[src/rtl/pbcs_pkg.sv]
// package: register map, field layout and constants of the clock selector
package pbcs_pkg;

    // register byte offsets on the apb bus
    localparam logic [7:0] PBCS_OFF_CONTROL   = 8'h00;
    localparam logic [7:0] PBCS_OFF_BANDWIDTH = 8'h04;
    localparam logic [7:0] PBCS_OFF_MULT_CFG  = 8'h08;
    localparam logic [7:0] PBCS_OFF_IRQ_STAT  = 8'h0c;
    localparam logic [7:0] PBCS_OFF_IRQ_MASK  = 8'h10;

    // pll_control_reg fields
    localparam int PBCS_CTL_IRQ_EN   = 7;
    localparam int PBCS_CTL_FLAG     = 6;
    localparam int PBCS_CTL_PWR_ON   = 5;
    localparam int PBCS_CTL_BCS      = 4;
    localparam logic [3:0] PBCS_CTL_UNUSED = 4'hf;

    // bandwidth register fields
    localparam int PBCS_BW_AUTO = 7;
    localparam int PBCS_BW_LOCK = 6;

    // pll_multiplier_config fields and reset value
    localparam int PBCS_MUL_LSB = 4;
    localparam int PBCS_VRS_LSB = 0;
    localparam logic [7:0] PBCS_MULT_CFG_RST = 8'h66;

    // irq status and mask bit positions
    localparam int PBCS_IRQ_LOCK   = 0;
    localparam int PBCS_IRQ_SWITCH = 1;
    localparam int PBCS_IRQ_BITS   = 2;

    // reset values of the control bits
    localparam logic PBCS_PWR_ON_RST = 1'b1;
    localparam logic PBCS_AUTO_RST   = 1'b0;

    // source cycles waited on each side during a changeover
    localparam logic [1:0] PBCS_SWITCH_CYCLES = 2'h3;

endpackage

[src/rtl/pbcs_clock_switch.sv]
// glitch-free source changeover and divide-by-two for the base clock
`timescale 1ns/1ps
module pbcs_clock_switch
    import pbcs_pkg::*;
(
    input  wire logic pclk,
    input  wire logic presetn,
    input  wire logic xclk_s,
    input  wire logic vclk_s,
    input  wire logic sel_vco,
    output logic      base_clock,
    output logic      cur_vco,
    output logic      switch_done
);

    typedef enum logic {PBCS_SW_RUN, PBCS_SW_WAIT} pbcs_sw_state_t;

    pbcs_sw_state_t state;
    logic           xclk_prev;
    logic           vclk_prev;
    logic [1:0]     xcnt;
    logic [1:0]     vcnt;

    wire logic x_rise   = xclk_s & ~xclk_prev;
    wire logic v_rise   = vclk_s & ~vclk_prev;
    wire logic src_rise = cur_vco ? v_rise : x_rise;
    wire logic x_full   = (xcnt == PBCS_SWITCH_CYCLES);
    wire logic v_full   = (vcnt == PBCS_SWITCH_CYCLES);
    wire logic finish   = (state == PBCS_SW_WAIT) & x_full & v_full;

    // edge history of the already synchronised source clocks
    always_ff @(posedge pclk or negedge presetn)
    begin
        if (!presetn)
        begin
            xclk_prev <= 1'b0;
            vclk_prev <= 1'b0;
        end
        else
        begin
            xclk_prev <= xclk_s;
            vclk_prev <= vclk_s;
        end
    end

    // changeover: wait three cycles of each source, output frozen
    always_ff @(posedge pclk or negedge presetn)
    begin
        if (!presetn)
        begin
            state       <= PBCS_SW_RUN;
            cur_vco     <= 1'b0;
            xcnt        <= 2'h0;
            vcnt        <= 2'h0;
            switch_done <= 1'b0;
        end
        else
        begin
            switch_done <= finish;
            unique case (state)
                PBCS_SW_RUN:
                begin
                    xcnt <= 2'h0;
                    vcnt <= 2'h0;
                    if (sel_vco != cur_vco)
                        state <= PBCS_SW_WAIT;
                end
                PBCS_SW_WAIT:
                begin
                    if (x_rise && !x_full)
                        xcnt <= xcnt + 2'h1;
                    if (v_rise && !v_full)
                        vcnt <= vcnt + 2'h1;
                    if (finish)
                    begin
                        cur_vco <= sel_vco;
                        state   <= PBCS_SW_RUN;
                    end
                end
            endcase
        end
    end

    // toggling once per source rising edge halves it to an even duty
    always_ff @(posedge pclk or negedge presetn)
    begin
        if (!presetn)
            base_clock <= 1'b0;
        else if (state == PBCS_SW_RUN && src_rise)
            base_clock <= ~base_clock;
    end

endmodule

[src/rtl/pbcs_top.sv]
// pll programming, base clock selection and lock interrupt with apb access
//
// Contract
// - N comes from the upper four bits of the multiplier config register.
// - L comes from the lower four bits of the multiplier config register.
// - N programmed as zero divides exactly like N equal to one.
// - L equal to zero disables the pll and bars vco selection.
// - With L zero the crystal clock is forced as base clock source.
// - Changeover waits three crystal and three vco cycles, output held.
// - Selected source is divided by two for an even duty cycle.
// - Base clock is twice bus rate, bus is a quarter of source.
// - Base clock select bit: clear picks crystal, set picks vco.
// - Vco cannot be selected while pll power is off.
// - Pll power cannot be cleared while vco is the selected source.
// - One write never both changes pll power and the vco selection.
// - Base clock output goes to the system integration unit.
// - Processor interrupt output is produced from the lock detector.
// - Lock toggle sets flag; enabled flag interrupts; control read clears.
// - Multiplier and range fields are write-blocked while pll is on.
// - Reset loads six into the multiplier field.
`timescale 1ns/1ps
module pbcs_top
    import pbcs_pkg::*;
(
    input  wire logic        pclk,
    input  wire logic        presetn,
    input  wire logic        psel,
    input  wire logic        penable,
    input  wire logic        pwrite,
    input  wire logic [7:0]  paddr,
    input  wire logic [31:0] pwdata,
    output logic      [31:0] prdata,
    output logic             pready,
    output logic             pslverr,
    input  wire logic        crystal_clock,
    input  wire logic        vco_clock,
    input  wire logic        pll_lock_in,
    input  wire logic        osc_enable_in,
    output logic             base_clock_out,
    output logic             pll_enable_out,
    output logic      [3:0]  feedback_div_n,
    output logic      [3:0]  vco_range_l,
    output logic             clockgen_irq
);

    // two-stage synchronisers for every asynchronous input
    logic xclk_m;
    logic xclk_s;
    logic vclk_m;
    logic vclk_s;
    logic lock_m;
    logic lock_s;
    logic osc_m;
    logic osc_s;

    // software-visible state and lock edge history
    logic       pll_irq_enable;
    logic       pll_lock_change_flag;
    logic       pll_power_on;
    logic       base_clock_select;
    logic       auto_mode;
    logic [3:0] feedback_multiplier_field;
    logic [3:0] vco_range_field;
    logic [PBCS_IRQ_BITS-1:0] irq_status;
    logic [PBCS_IRQ_BITS-1:0] irq_mask;
    logic       lock_prev;

    // switch results
    logic sw_base_clock;
    logic sw_cur_vco;
    logic sw_done;

    // zero multiplier behaves like one
    function automatic logic [3:0] pbcs_eff_n(input logic [3:0] mul);
        pbcs_eff_n = (mul == 4'h0) ? 4'h1 : mul;
    endfunction

    // synchronisers: the first stage feeds only the second stage
    always_ff @(posedge pclk or negedge presetn)
    begin
        if (!presetn)
        begin
            xclk_m <= 1'b0;
            xclk_s <= 1'b0;
            vclk_m <= 1'b0;
            vclk_s <= 1'b0;
            lock_m <= 1'b0;
            lock_s <= 1'b0;
            osc_m  <= 1'b0;
            osc_s  <= 1'b0;
        end
        else
        begin
            xclk_m <= crystal_clock;
            xclk_s <= xclk_m;
            vclk_m <= vco_clock;
            vclk_s <= vclk_m;
            lock_m <= pll_lock_in;
            lock_s <= lock_m;
            osc_m  <= osc_enable_in;
            osc_s  <= osc_m;
        end
    end

    // apb decode; a transfer completes when pready is seen high
    wire logic access    = psel & penable;
    wire logic done      = access & pready;
    wire logic wr        = done & pwrite;
    wire logic rd        = done & ~pwrite;

    // address hits; any other offset answers with an error
    wire logic hit_ctl   = (paddr == PBCS_OFF_CONTROL);
    wire logic hit_bw    = (paddr == PBCS_OFF_BANDWIDTH);
    wire logic hit_mult  = (paddr == PBCS_OFF_MULT_CFG);
    wire logic hit_stat  = (paddr == PBCS_OFF_IRQ_STAT);
    wire logic hit_mask  = (paddr == PBCS_OFF_IRQ_MASK);
    wire logic mapped    = hit_ctl | hit_bw | hit_mult | hit_stat | hit_mask;

    // per-register strobes, true only in the completing cycle
    wire logic wr_ctl    = wr & hit_ctl;
    wire logic wr_bw     = wr & hit_bw;
    wire logic wr_mult   = wr & hit_mult;
    wire logic wr_mask   = wr & hit_mask;
    wire logic rd_ctl    = rd & hit_ctl;
    wire logic rd_stat   = rd & hit_stat;

    // write data as seen by the control bits
    wire logic req_on    = pwdata[PBCS_CTL_PWR_ON];
    wire logic req_bcs   = pwdata[PBCS_CTL_BCS];
    wire logic range_off = (vco_range_field == 4'h0);

    // power may drop only with crystal selected; judged on old select
    wire logic next_pll_power_on =
        (wr_ctl && !base_clock_select) ? req_on : pll_power_on;

    // vco selectable only with pll already on and L nonzero; a write
    // that drops power must not select the vco in the same stroke
    wire logic keeps_power = req_on | base_clock_select;
    wire logic bcs_allowed =
        pll_power_on & keeps_power & ~range_off;
    wire logic next_base_clock_select =
        range_off ? 1'b0 :
        (wr_ctl ? (req_bcs & bcs_allowed) : base_clock_select);

    // lock toggles are meaningful only in automatic mode
    wire logic lock_toggle = auto_mode & (lock_s ^ lock_prev);

    // flag: a toggle in the same cycle as the clearing read wins
    wire logic next_flag =
        lock_toggle | (pll_lock_change_flag & ~rd_ctl);

    // sticky status, read-to-clear; new events win over the clear
    wire logic [PBCS_IRQ_BITS-1:0] irq_events = {sw_done, lock_toggle};
    wire logic [PBCS_IRQ_BITS-1:0] next_irq_status =
        irq_events | (irq_status & {PBCS_IRQ_BITS{~rd_stat}});

    // interrupt request: enabled lock flag or any unmasked status bit
    wire logic next_irq =
        (next_flag & pll_irq_enable & auto_mode) |
        (|(next_irq_status & irq_mask));

    // config writes land only while the pll is off
    wire logic mult_wr_ok = wr_mult & ~pll_power_on;

    // range field after a possible write, used for the enable
    wire logic [3:0] next_mult_vrs = mult_wr_ok ?
        pwdata[PBCS_VRS_LSB +: 4] : vco_range_field;

    // pll runs only when powered, L nonzero and oscillator enabled
    wire logic next_pll_enable =
        next_pll_power_on & (next_mult_vrs != 4'h0) & osc_s;

    // read views of each register
    wire logic [7:0] ctl_view = {
        pll_irq_enable & auto_mode,
        pll_lock_change_flag & auto_mode,
        pll_power_on,
        base_clock_select,
        PBCS_CTL_UNUSED};
    wire logic [7:0] bw_view   = {auto_mode, lock_s & auto_mode, 6'h00};
    wire logic [7:0] mult_view = {feedback_multiplier_field,
                                  vco_range_field};
    wire logic [7:0] stat_view = {{(8-PBCS_IRQ_BITS){1'b0}}, irq_status};
    wire logic [7:0] mask_view = {{(8-PBCS_IRQ_BITS){1'b0}}, irq_mask};
    wire logic [7:0] rd_view =
        hit_ctl  ? ctl_view  :
        hit_bw   ? bw_view   :
        hit_mult ? mult_view :
        hit_stat ? stat_view :
        hit_mask ? mask_view : 8'h00;

    // apb answer: exactly one wait state before pready
    always_ff @(posedge pclk or negedge presetn)
    begin
        if (!presetn)
            pready <= 1'b0;
        else
            pready <= access & ~pready;
    end

    // read data stands with pready only, zero otherwise
    always_ff @(posedge pclk or negedge presetn)
    begin
        if (!presetn)
            prdata <= 32'h0000_0000;
        else
            prdata <= (access & ~pready & ~pwrite) ?
                      {24'h00_0000, rd_view} : 32'h0000_0000;
    end

    // unmapped offsets answer with an error pulse beside pready
    always_ff @(posedge pclk or negedge presetn)
    begin
        if (!presetn)
            pslverr <= 1'b0;
        else
            pslverr <= access & ~pready & ~mapped;
    end

    // pll power, held on while the vco drives the base clock
    always_ff @(posedge pclk or negedge presetn)
    begin
        if (!presetn)
            pll_power_on <= PBCS_PWR_ON_RST;
        else
            pll_power_on <= next_pll_power_on;
    end

    // base clock select, forced clear whenever L reads zero
    always_ff @(posedge pclk or negedge presetn)
    begin
        if (!presetn)
            base_clock_select <= 1'b0;
        else
            base_clock_select <= next_base_clock_select;
    end

    // bandwidth mode bit
    always_ff @(posedge pclk or negedge presetn)
    begin
        if (!presetn)
            auto_mode <= PBCS_AUTO_RST;
        else if (wr_bw)
            auto_mode <= pwdata[PBCS_BW_AUTO];
    end

    // irq enable is writable only in automatic mode
    always_ff @(posedge pclk or negedge presetn)
    begin
        if (!presetn)
            pll_irq_enable <= 1'b0;
        else if (wr_ctl && auto_mode)
            pll_irq_enable <= pwdata[PBCS_CTL_IRQ_EN];
    end

    // multiplier config: protected while the pll is on, resets to six
    always_ff @(posedge pclk or negedge presetn)
    begin
        if (!presetn)
        begin
            feedback_multiplier_field <=
                PBCS_MULT_CFG_RST[PBCS_MUL_LSB +: 4];
            vco_range_field <= PBCS_MULT_CFG_RST[PBCS_VRS_LSB +: 4];
        end
        else if (mult_wr_ok)
        begin
            feedback_multiplier_field <= pwdata[PBCS_MUL_LSB +: 4];
            vco_range_field           <= pwdata[PBCS_VRS_LSB +: 4];
        end
    end

    // lock flag, interrupt status and mask
    always_ff @(posedge pclk or negedge presetn)
    begin
        if (!presetn)
        begin
            lock_prev            <= 1'b0;
            pll_lock_change_flag <= 1'b0;
            irq_status           <= '0;
            irq_mask             <= '0;
        end
        else
        begin
            lock_prev            <= lock_s;
            pll_lock_change_flag <= next_flag;
            irq_status           <= next_irq_status;
            if (wr_mask)
                irq_mask <= pwdata[PBCS_IRQ_BITS-1:0];
        end
    end

    // pll enable toward the analog loop
    always_ff @(posedge pclk or negedge presetn)
    begin
        if (!presetn)
            pll_enable_out <= 1'b0;
        else
            pll_enable_out <= next_pll_enable;
    end

    // divider value, zero already mapped to one
    always_ff @(posedge pclk or negedge presetn)
    begin
        if (!presetn)
            feedback_div_n <= 4'h1;
        else
            feedback_div_n <= pbcs_eff_n(feedback_multiplier_field);
    end

    // range value; the loop takes L straight from the register
    always_ff @(posedge pclk or negedge presetn)
    begin
        if (!presetn)
            vco_range_l <= 4'h0;
        else
            vco_range_l <= vco_range_field;
    end

    // level interrupt, registered so the pin never glitches
    always_ff @(posedge pclk or negedge presetn)
    begin
        if (!presetn)
            clockgen_irq <= 1'b0;
        else
            clockgen_irq <= next_irq;
    end

    // base clock to the system integration unit, one flop late
    always_ff @(posedge pclk or negedge presetn)
    begin
        if (!presetn)
            base_clock_out <= 1'b0;
        else
            base_clock_out <= sw_base_clock;
    end

    // changeover and divider run off the synchronised sources
    pbcs_clock_switch u_switch (
        .pclk        (pclk),
        .presetn     (presetn),
        .xclk_s      (xclk_s),
        .vclk_s      (vclk_s),
        .sel_vco     (base_clock_select),
        .base_clock  (sw_base_clock),
        .cur_vco     (sw_cur_vco),
        .switch_done (sw_done)
    );

    // the active source is only observed through the switch event
    wire logic unused_cur_vco = sw_cur_vco;

endmodule

[config.mk]
export PLATFORM = sky130hd
export DESIGN_NAME = pbcs_top
export DESIGN_NICKNAME = d
export VERILOG_FILES = /design/src/rtl/pbcs_pkg.sv /design/src/rtl/pbcs_clock_switch.sv /design/src/rtl/pbcs_top.sv
export SDC_FILE = /design/constraint.sdc
export NUM_CORES = 1
export LEC_CHECK = 0
export BUFFER_PORTS_ARGS = -buffer_cell sky130_fd_sc_hd__clkbuf_2
export CAP_MARGIN = 20
export CORE_ASPECT_RATIO = 1.2
export CORE_MARGIN = 3
export CORE_UTILIZATION = 44
export CTS_CLUSTER_DIAMETER = 30
export DETAILED_ROUTE_END_ITERATION = 8
export PLACE_DENSITY = 0.76
export SLEW_MARGIN = 40
export SYNTH_ARGS = -nofsm -noshare
export SYNTH_HDL_FRONTEND = slang
export SYNTH_HIERARCHICAL = 1
export SYNTH_SLANG_ARGS = --single-unit
[constraint.sdc]
create_clock -name pclk -period 1.52 [get_ports pclk]
set_input_delay 0.228 -clock pclk [delete_from_list [all_inputs] [get_ports pclk]]
set_output_delay 0.228 -clock pclk [all_outputs]
set_load 0.005 [all_outputs]
# After elaboration in Yosys (flattened, before gate mapping)
# Cells that the tools add are included.
# Widths: inputs -> output; s select.
# totals
ff_bits	57
latchBits	0
mem_bits_rw	0
mem_bits_ro	0
inputBits	49
out_inout_bits	45
elab_cells	131
memories	0
# classes
n_addsub	2
multipliers	0
n_div	0
order_cmp	0
n_eq_ne	9
n_shift	0
muxes	19
bitwise_logic	52
n_reduce_logical	15
# ops
op	n
$mux 8	4
$and 1x1->1	30
$eq 8x4->1 const B	2
$not 1->1	11
$eq 8x3->1 const B	1
$eq 8x5->1 const B	1
$logic_not 4->1	2
$logic_not 8->1	1
$mux 2	4
$mux 4	2
$pmux 2 s2	2
$or 1x1->1	7
$mux 1	6
$logic_and 1x1->1	5
$add 2x1->2 const B	2
$and 2x2->2	2
$eq 2x2->1 const B	2
$ne 2x2->1 const B	2
$reduce_bool 4->1	1
$logic_not 1->1	3
$or 2x2->2	1
$pmux 1 s2	1
$reduce_and 2->1	1
$reduce_bool 2->1	1
other kinds (3)	3

# Longest topological paths before layout
# depth
ltp_word	10
ltp_mapped	5
ltp_nobuf	4

# By module
# Netlist, hierarchy kept.
# modules_own_cells
module	instances	cells_each	area_per_inst_um2	seq_area_each_um2
pbcs_top	1	165	2023.2	1183.6
pbcs_clock_switch	1	31	430.4	250.2

# Least setup slack after synthesis
# OpenSTA, ideal clock, no wires.
# synth_timing
path_kind	input to register
startpoint	input port paddr[4]
endpoint	register irq_status[0]
setup_time_ps	121
t_arrival_ps	1404
required_ps	1399
slack_ps	-5
stages	4
n_path_buf	0
path_cell_list	nor4_4 > nand2_2 > or4_4 > a22o_1
# synth_between
elab_chain_cells	5
# synth_lines
item	line_no	text
start: declaration	pbcs_top.sv:30	input wire logic [7:0] paddr,
$eq 8x4->1	pbcs_top.sv:115	wire logic hit_stat = (paddr == PBCS_OFF_IRQ_STAT);
$and 1x1->1	pbcs_top.sv:125	wire logic rd_stat = rd & hit_stat;
$not 1->1	pbcs_top.sv:155	irq_events | (irq_status & {PBCS_IRQ_BITS{~rd_stat}});
$and 2x2->2	pbcs_top.sv:155	
$or 2x2->2	pbcs_top.sv:155	
via next_irq_status[0]	pbcs_top.sv:154	wire logic [PBCS_IRQ_BITS-1:0] next_irq_status =
end signal: assignment	pbcs_top.sv:286	irq_status <= next_irq_status;
end: declaration	pbcs_top.sv:64	logic [PBCS_IRQ_BITS-1:0] irq_status;
# The timed path passes the listed nets, and every way through them passes these cells.
# A chain may end at the register's enable or synchronous reset.

# Worst setup path after layout
# layout_timing
startpoint	register pready
endpoint	register pll_irq_enable
# layout_between
elab_chain_cells	4
# layout_lines
item	line_no	text
start: declaration	pbcs_top.sv:33	output logic pready,
start signal: assignment	pbcs_top.sv:198	pready <= access & ~pready;
$and 1x1->1	pbcs_top.sv:107	wire logic done = access & pready;
$and 1x1->1	pbcs_top.sv:108	wire logic wr = done & pwrite;
$and 1x1->1	pbcs_top.sv:120	wire logic wr_ctl = wr & hit_ctl;
$logic_and 1x1->1	pbcs_top.sv:252	else if (wr_ctl && auto_mode)
end signal: assignment	pbcs_top.sv:253	pll_irq_enable <= pwdata[PBCS_CTL_IRQ_EN];
end: declaration	pbcs_top.sv:57	logic pll_irq_enable;
# Every way passes these cells.

==> results.json <==
{
  "min_path_type": "input port to flop",
  "dr_total_vias": 1640,
  "cts_max_level": 3,
  "required_ns": 1.73,
  "grt_pass1_wl_mm": 7.40,
  "irDropWorstVdd_mv": 0.613,
  "synthFlopType": "dfrtp_1",
  "n_fill_cell": 464,
  "syn-instance-count": 196,
  "final_nets": 316,
  "maxCapViolCount": 0,
  "rr_endpoint": "pll_irq_enable",
  "rsz0062_at_grt": "false",
  "synthArstFlopShare_pct": 100,
  "start_util_pct": 46.0,
  "placement_rows": 29,
  "port_buffers": 45,
  "place_congestion": 0.883,
  "num_io_pins": 94,
  "worstHoldStart": "pwdata[6]",
  "wire_per_inst_um": 13.9,
  "criticalPathCategory": "flop to flop",
  "multi_input_area_um2": 903,
  "drtAntennaViolNets": 0,
  "dp_hpwl_mm": 3.31,
  "setup_viol": 0,
  "synth_edf_count": 0,
  "cts.clk_slew.worst_paths_ns": 0.06,
  "final-seq-area_mm2": 0.00143,
  "clockBufferDepth": 2,
  "period_minus_slack_ns": 1.45,
  "fin_tns_setup_ns": 0,
  "area_delta_synth_final_pct": 23.6,
  "fin_crit_sh_pct": 95.6,
  "clkSinkCount": 57,
  "end_kind": "flop",
  "overflow": 0,
  "die_y_um": 87.8,
  "track_usage_pct": 15.4,
  "grt_max_degree": 58,
  "core_mm2": 0.00533,
  "yosys_warnings": 6,
  "power.density_mw_per_mm2": 1080,
  "maxSlewViolCount": 0,
  "reg2regPathDepth": 4,
  "setup_ws_ns": 0.0667,
  "cp_num_buf_inv": 0,
  "yosysSeqAreaShare_pct": 58.4,
  "antenna_cells": 0,
  "drt-pass1-iter-count": 4,
  "dpl_cell_area_mm2": 0.00276,
  "crit_chain": "and4_2 > and3_2 > nand3_1 > mux2_2",
  "timing.reg2reg.setup_slack_ns": 0.07,
  "syn_area_mm2": 0.00245,
  "routed_via_density": 4.94,
  "leakage_uw": 0.00153,
  "final_layout_size_suffix_gt1_share_pct": 40.4,
  "finClkSkew_ns": 0.00904,
  "dieArea_mm2": 0.00651,
  "hold_viol": 0,
  "critPathSlowestCell": "dfrtp_1",
  "cts_tree": "yes",
  "grt_pass1_vias": 1567,
  "rr_startpoint": "pready",
  "antenna_found_initial": 0,
  "synth_cell_types": 52,
  "min_to": "feedback_multiplier_field[2]",
  "cp_slowest_stage_delay_ns": 0.42,
  "pre_cts_slack_ns": -0.189,
  "status": "completed",
  "ys_ff_latch": 57,
  "root_buffer": "clkbuf_8",
  "cpLargestDelayFamily": "simple AND/OR/NAND/NOR gates",
  "cts_made_buffers": 9,
  "drc_errors": 0,
  "holdPathStages": 2,
  "cp_max_fo": 5,
  "arrival_ns": 1.67,
  "drt_iter0_drc": 101,
  "fmax_mhz": 688,
  "worstSetupStartpointType": "flop",
  "die_width_um": 74.2,
  "clk-insertion-delay-late_ns": 0.33,
  "routed_wl_mm": 4.63,
  "final_cell_area_mm2": 0.00303,
  "avgSynthCellArea_um2": 12.5
}
-- cells in the final DEF (no fill, tap or decap), types with 2 or more instances in the layout --
cell type / count
clkbuf_8: 9
nand2b_1: 2
dfrtp_1: 51
and2_1: 3
nor2_1: 8
dlygate4sd3_1: 5
a22oi_1: 3
buf_4: 14
xor2_1: 5
nand2_1: 13
conb_1: 24
mux2_2: 14
o21ai_0: 3
nand3b_1: 2
mux2i_1: 4
nor3b_2: 2
dfstp_2: 6
bufinv_16: 2
o41ai_1: 2
nand3_1: 2
nor2b_1: 3
ha_1: 2
a22o_1: 2
a211oi_1: 3
clkbuf_2: 45
clkinv_2: 3
nor4_1: 3
inv_1: 2
a21oi_2: 2
nor3_1: 3
-- routing by layer --
layer | vias to the layer above | part of all wire (%) | GRT usage, %
met2 | 53 | 54 | 26.4
met3 | 10 | 5.5 | 3.44
met1 | 790 | 38 | 17.2
met5 | - | 0 | 0
met4 | 0 | 2.3 | 9.56
li1 | 787 | - | -
-- stage by stage --
stage	cells	utilization, %	hold slack [ns]	total power (uW)
floorplan	219	-	-0.0676	1730
global placement	310	51.7	0.251	1810
detailed placement	310	51.7	0.252	1810
CTS	331	56.6	0.123	3320
global route	332	56.9	0.133	3410
finish	332	56.9	0.136	3280
-- worst max path at each step --
stage,start,slack (ns),endpoint,depth (start not counted)
2_1_floorplan,paddr[6],-0.005,irq_status[0],4
3_3_place_gp,paddr[6],-0.14,irq_status[0],5
3_5_place_dp,paddr[6],-0.19,irq_status[0],5
4_1_cts,pready,0.04,prdata[3],3
5_1_grt,pready,0.004,irq_status[0],4
6_report,pready,0.07,pll_irq_enable,4
-- power by group --
part	switching [uW]	total (uW)	internal (uW)
logic	116	206	90.2
registers	23.4	1590	1570
clock network	568	1480	913
-- cell type report --
type	count	share of cell area [%]
Clock inverter	6	2.72
Multi-Input combinational cell	130	29.8
Tap cell	62	2.56
Timing Repair Buffer	65	13.2
Inverter	2	0.248
Sequential cell	57	47.3
Clock buffer	10	4.21
-- logic make-up (layout without fill, tap and decap cells) --
family | after synthesis | after routing | share of synthesized area [%]
multiplexers | 18 | 18 | 8.06
buffers and inverters | 32 | 83 | 8.62
XOR/XNOR | 5 | 5 | 1.78
AND/OR/NAND/NOR | 58 | 58 | 14.9
other | 1 | 24 | 0.153
AO/OA/AOI/OAI | 23 | 23 | 7.04
adder cells (fa/ha/maj) | 2 | 2 | 1.02
flip-flops | 57 | 57 | 58.4
-- registers in the layout (all words and copies together) (netlist names), 2 cells and up --
register,cells
u_switch/vcnt,2
irq_mask,2
u_switch/xcnt,2
vco_range_l,4
irq_status,2
prdata,8
feedback_div_n,4
feedback_multiplier_field,4
vco_range_field,4
-- Yosys cell counts, types with 3 or more instances --
| library cell | n | area, um^2 |
|---|---|---|
| a22oi_1 | 3 | 22.5 |
| clkbuf_1 | 5 | 18.8 |
| mux2_2 | 14 | 158 |
| nor2b_1 | 3 | 18.8 |
| nor2_1 | 8 | 30.0 |
| dfrtp_1 | 51 | 1280 |
| mux2i_1 | 4 | 40.0 |
| buf_4 | 24 | 180 |
| nor4_1 | 3 | 18.8 |
| and2_1 | 3 | 18.8 |
| dfstp_2 | 6 | 158 |
| a211oi_1 | 3 | 22.5 |
| nor3_1 | 3 | 15.0 |
| nand2_1 | 13 | 48.8 |
| xor2_1 | 5 | 43.8 |
| o21ai_0 | 3 | 15.0 |
-- timing repair --
action	in CTS	in global routing
resized for setup	0	3
hold buffers	5	0
endpoints found under the setup margin	0	6
buffers inserted	0	1
hold endpoints to repair	55	0
Power figures use the tool's default switching activity.
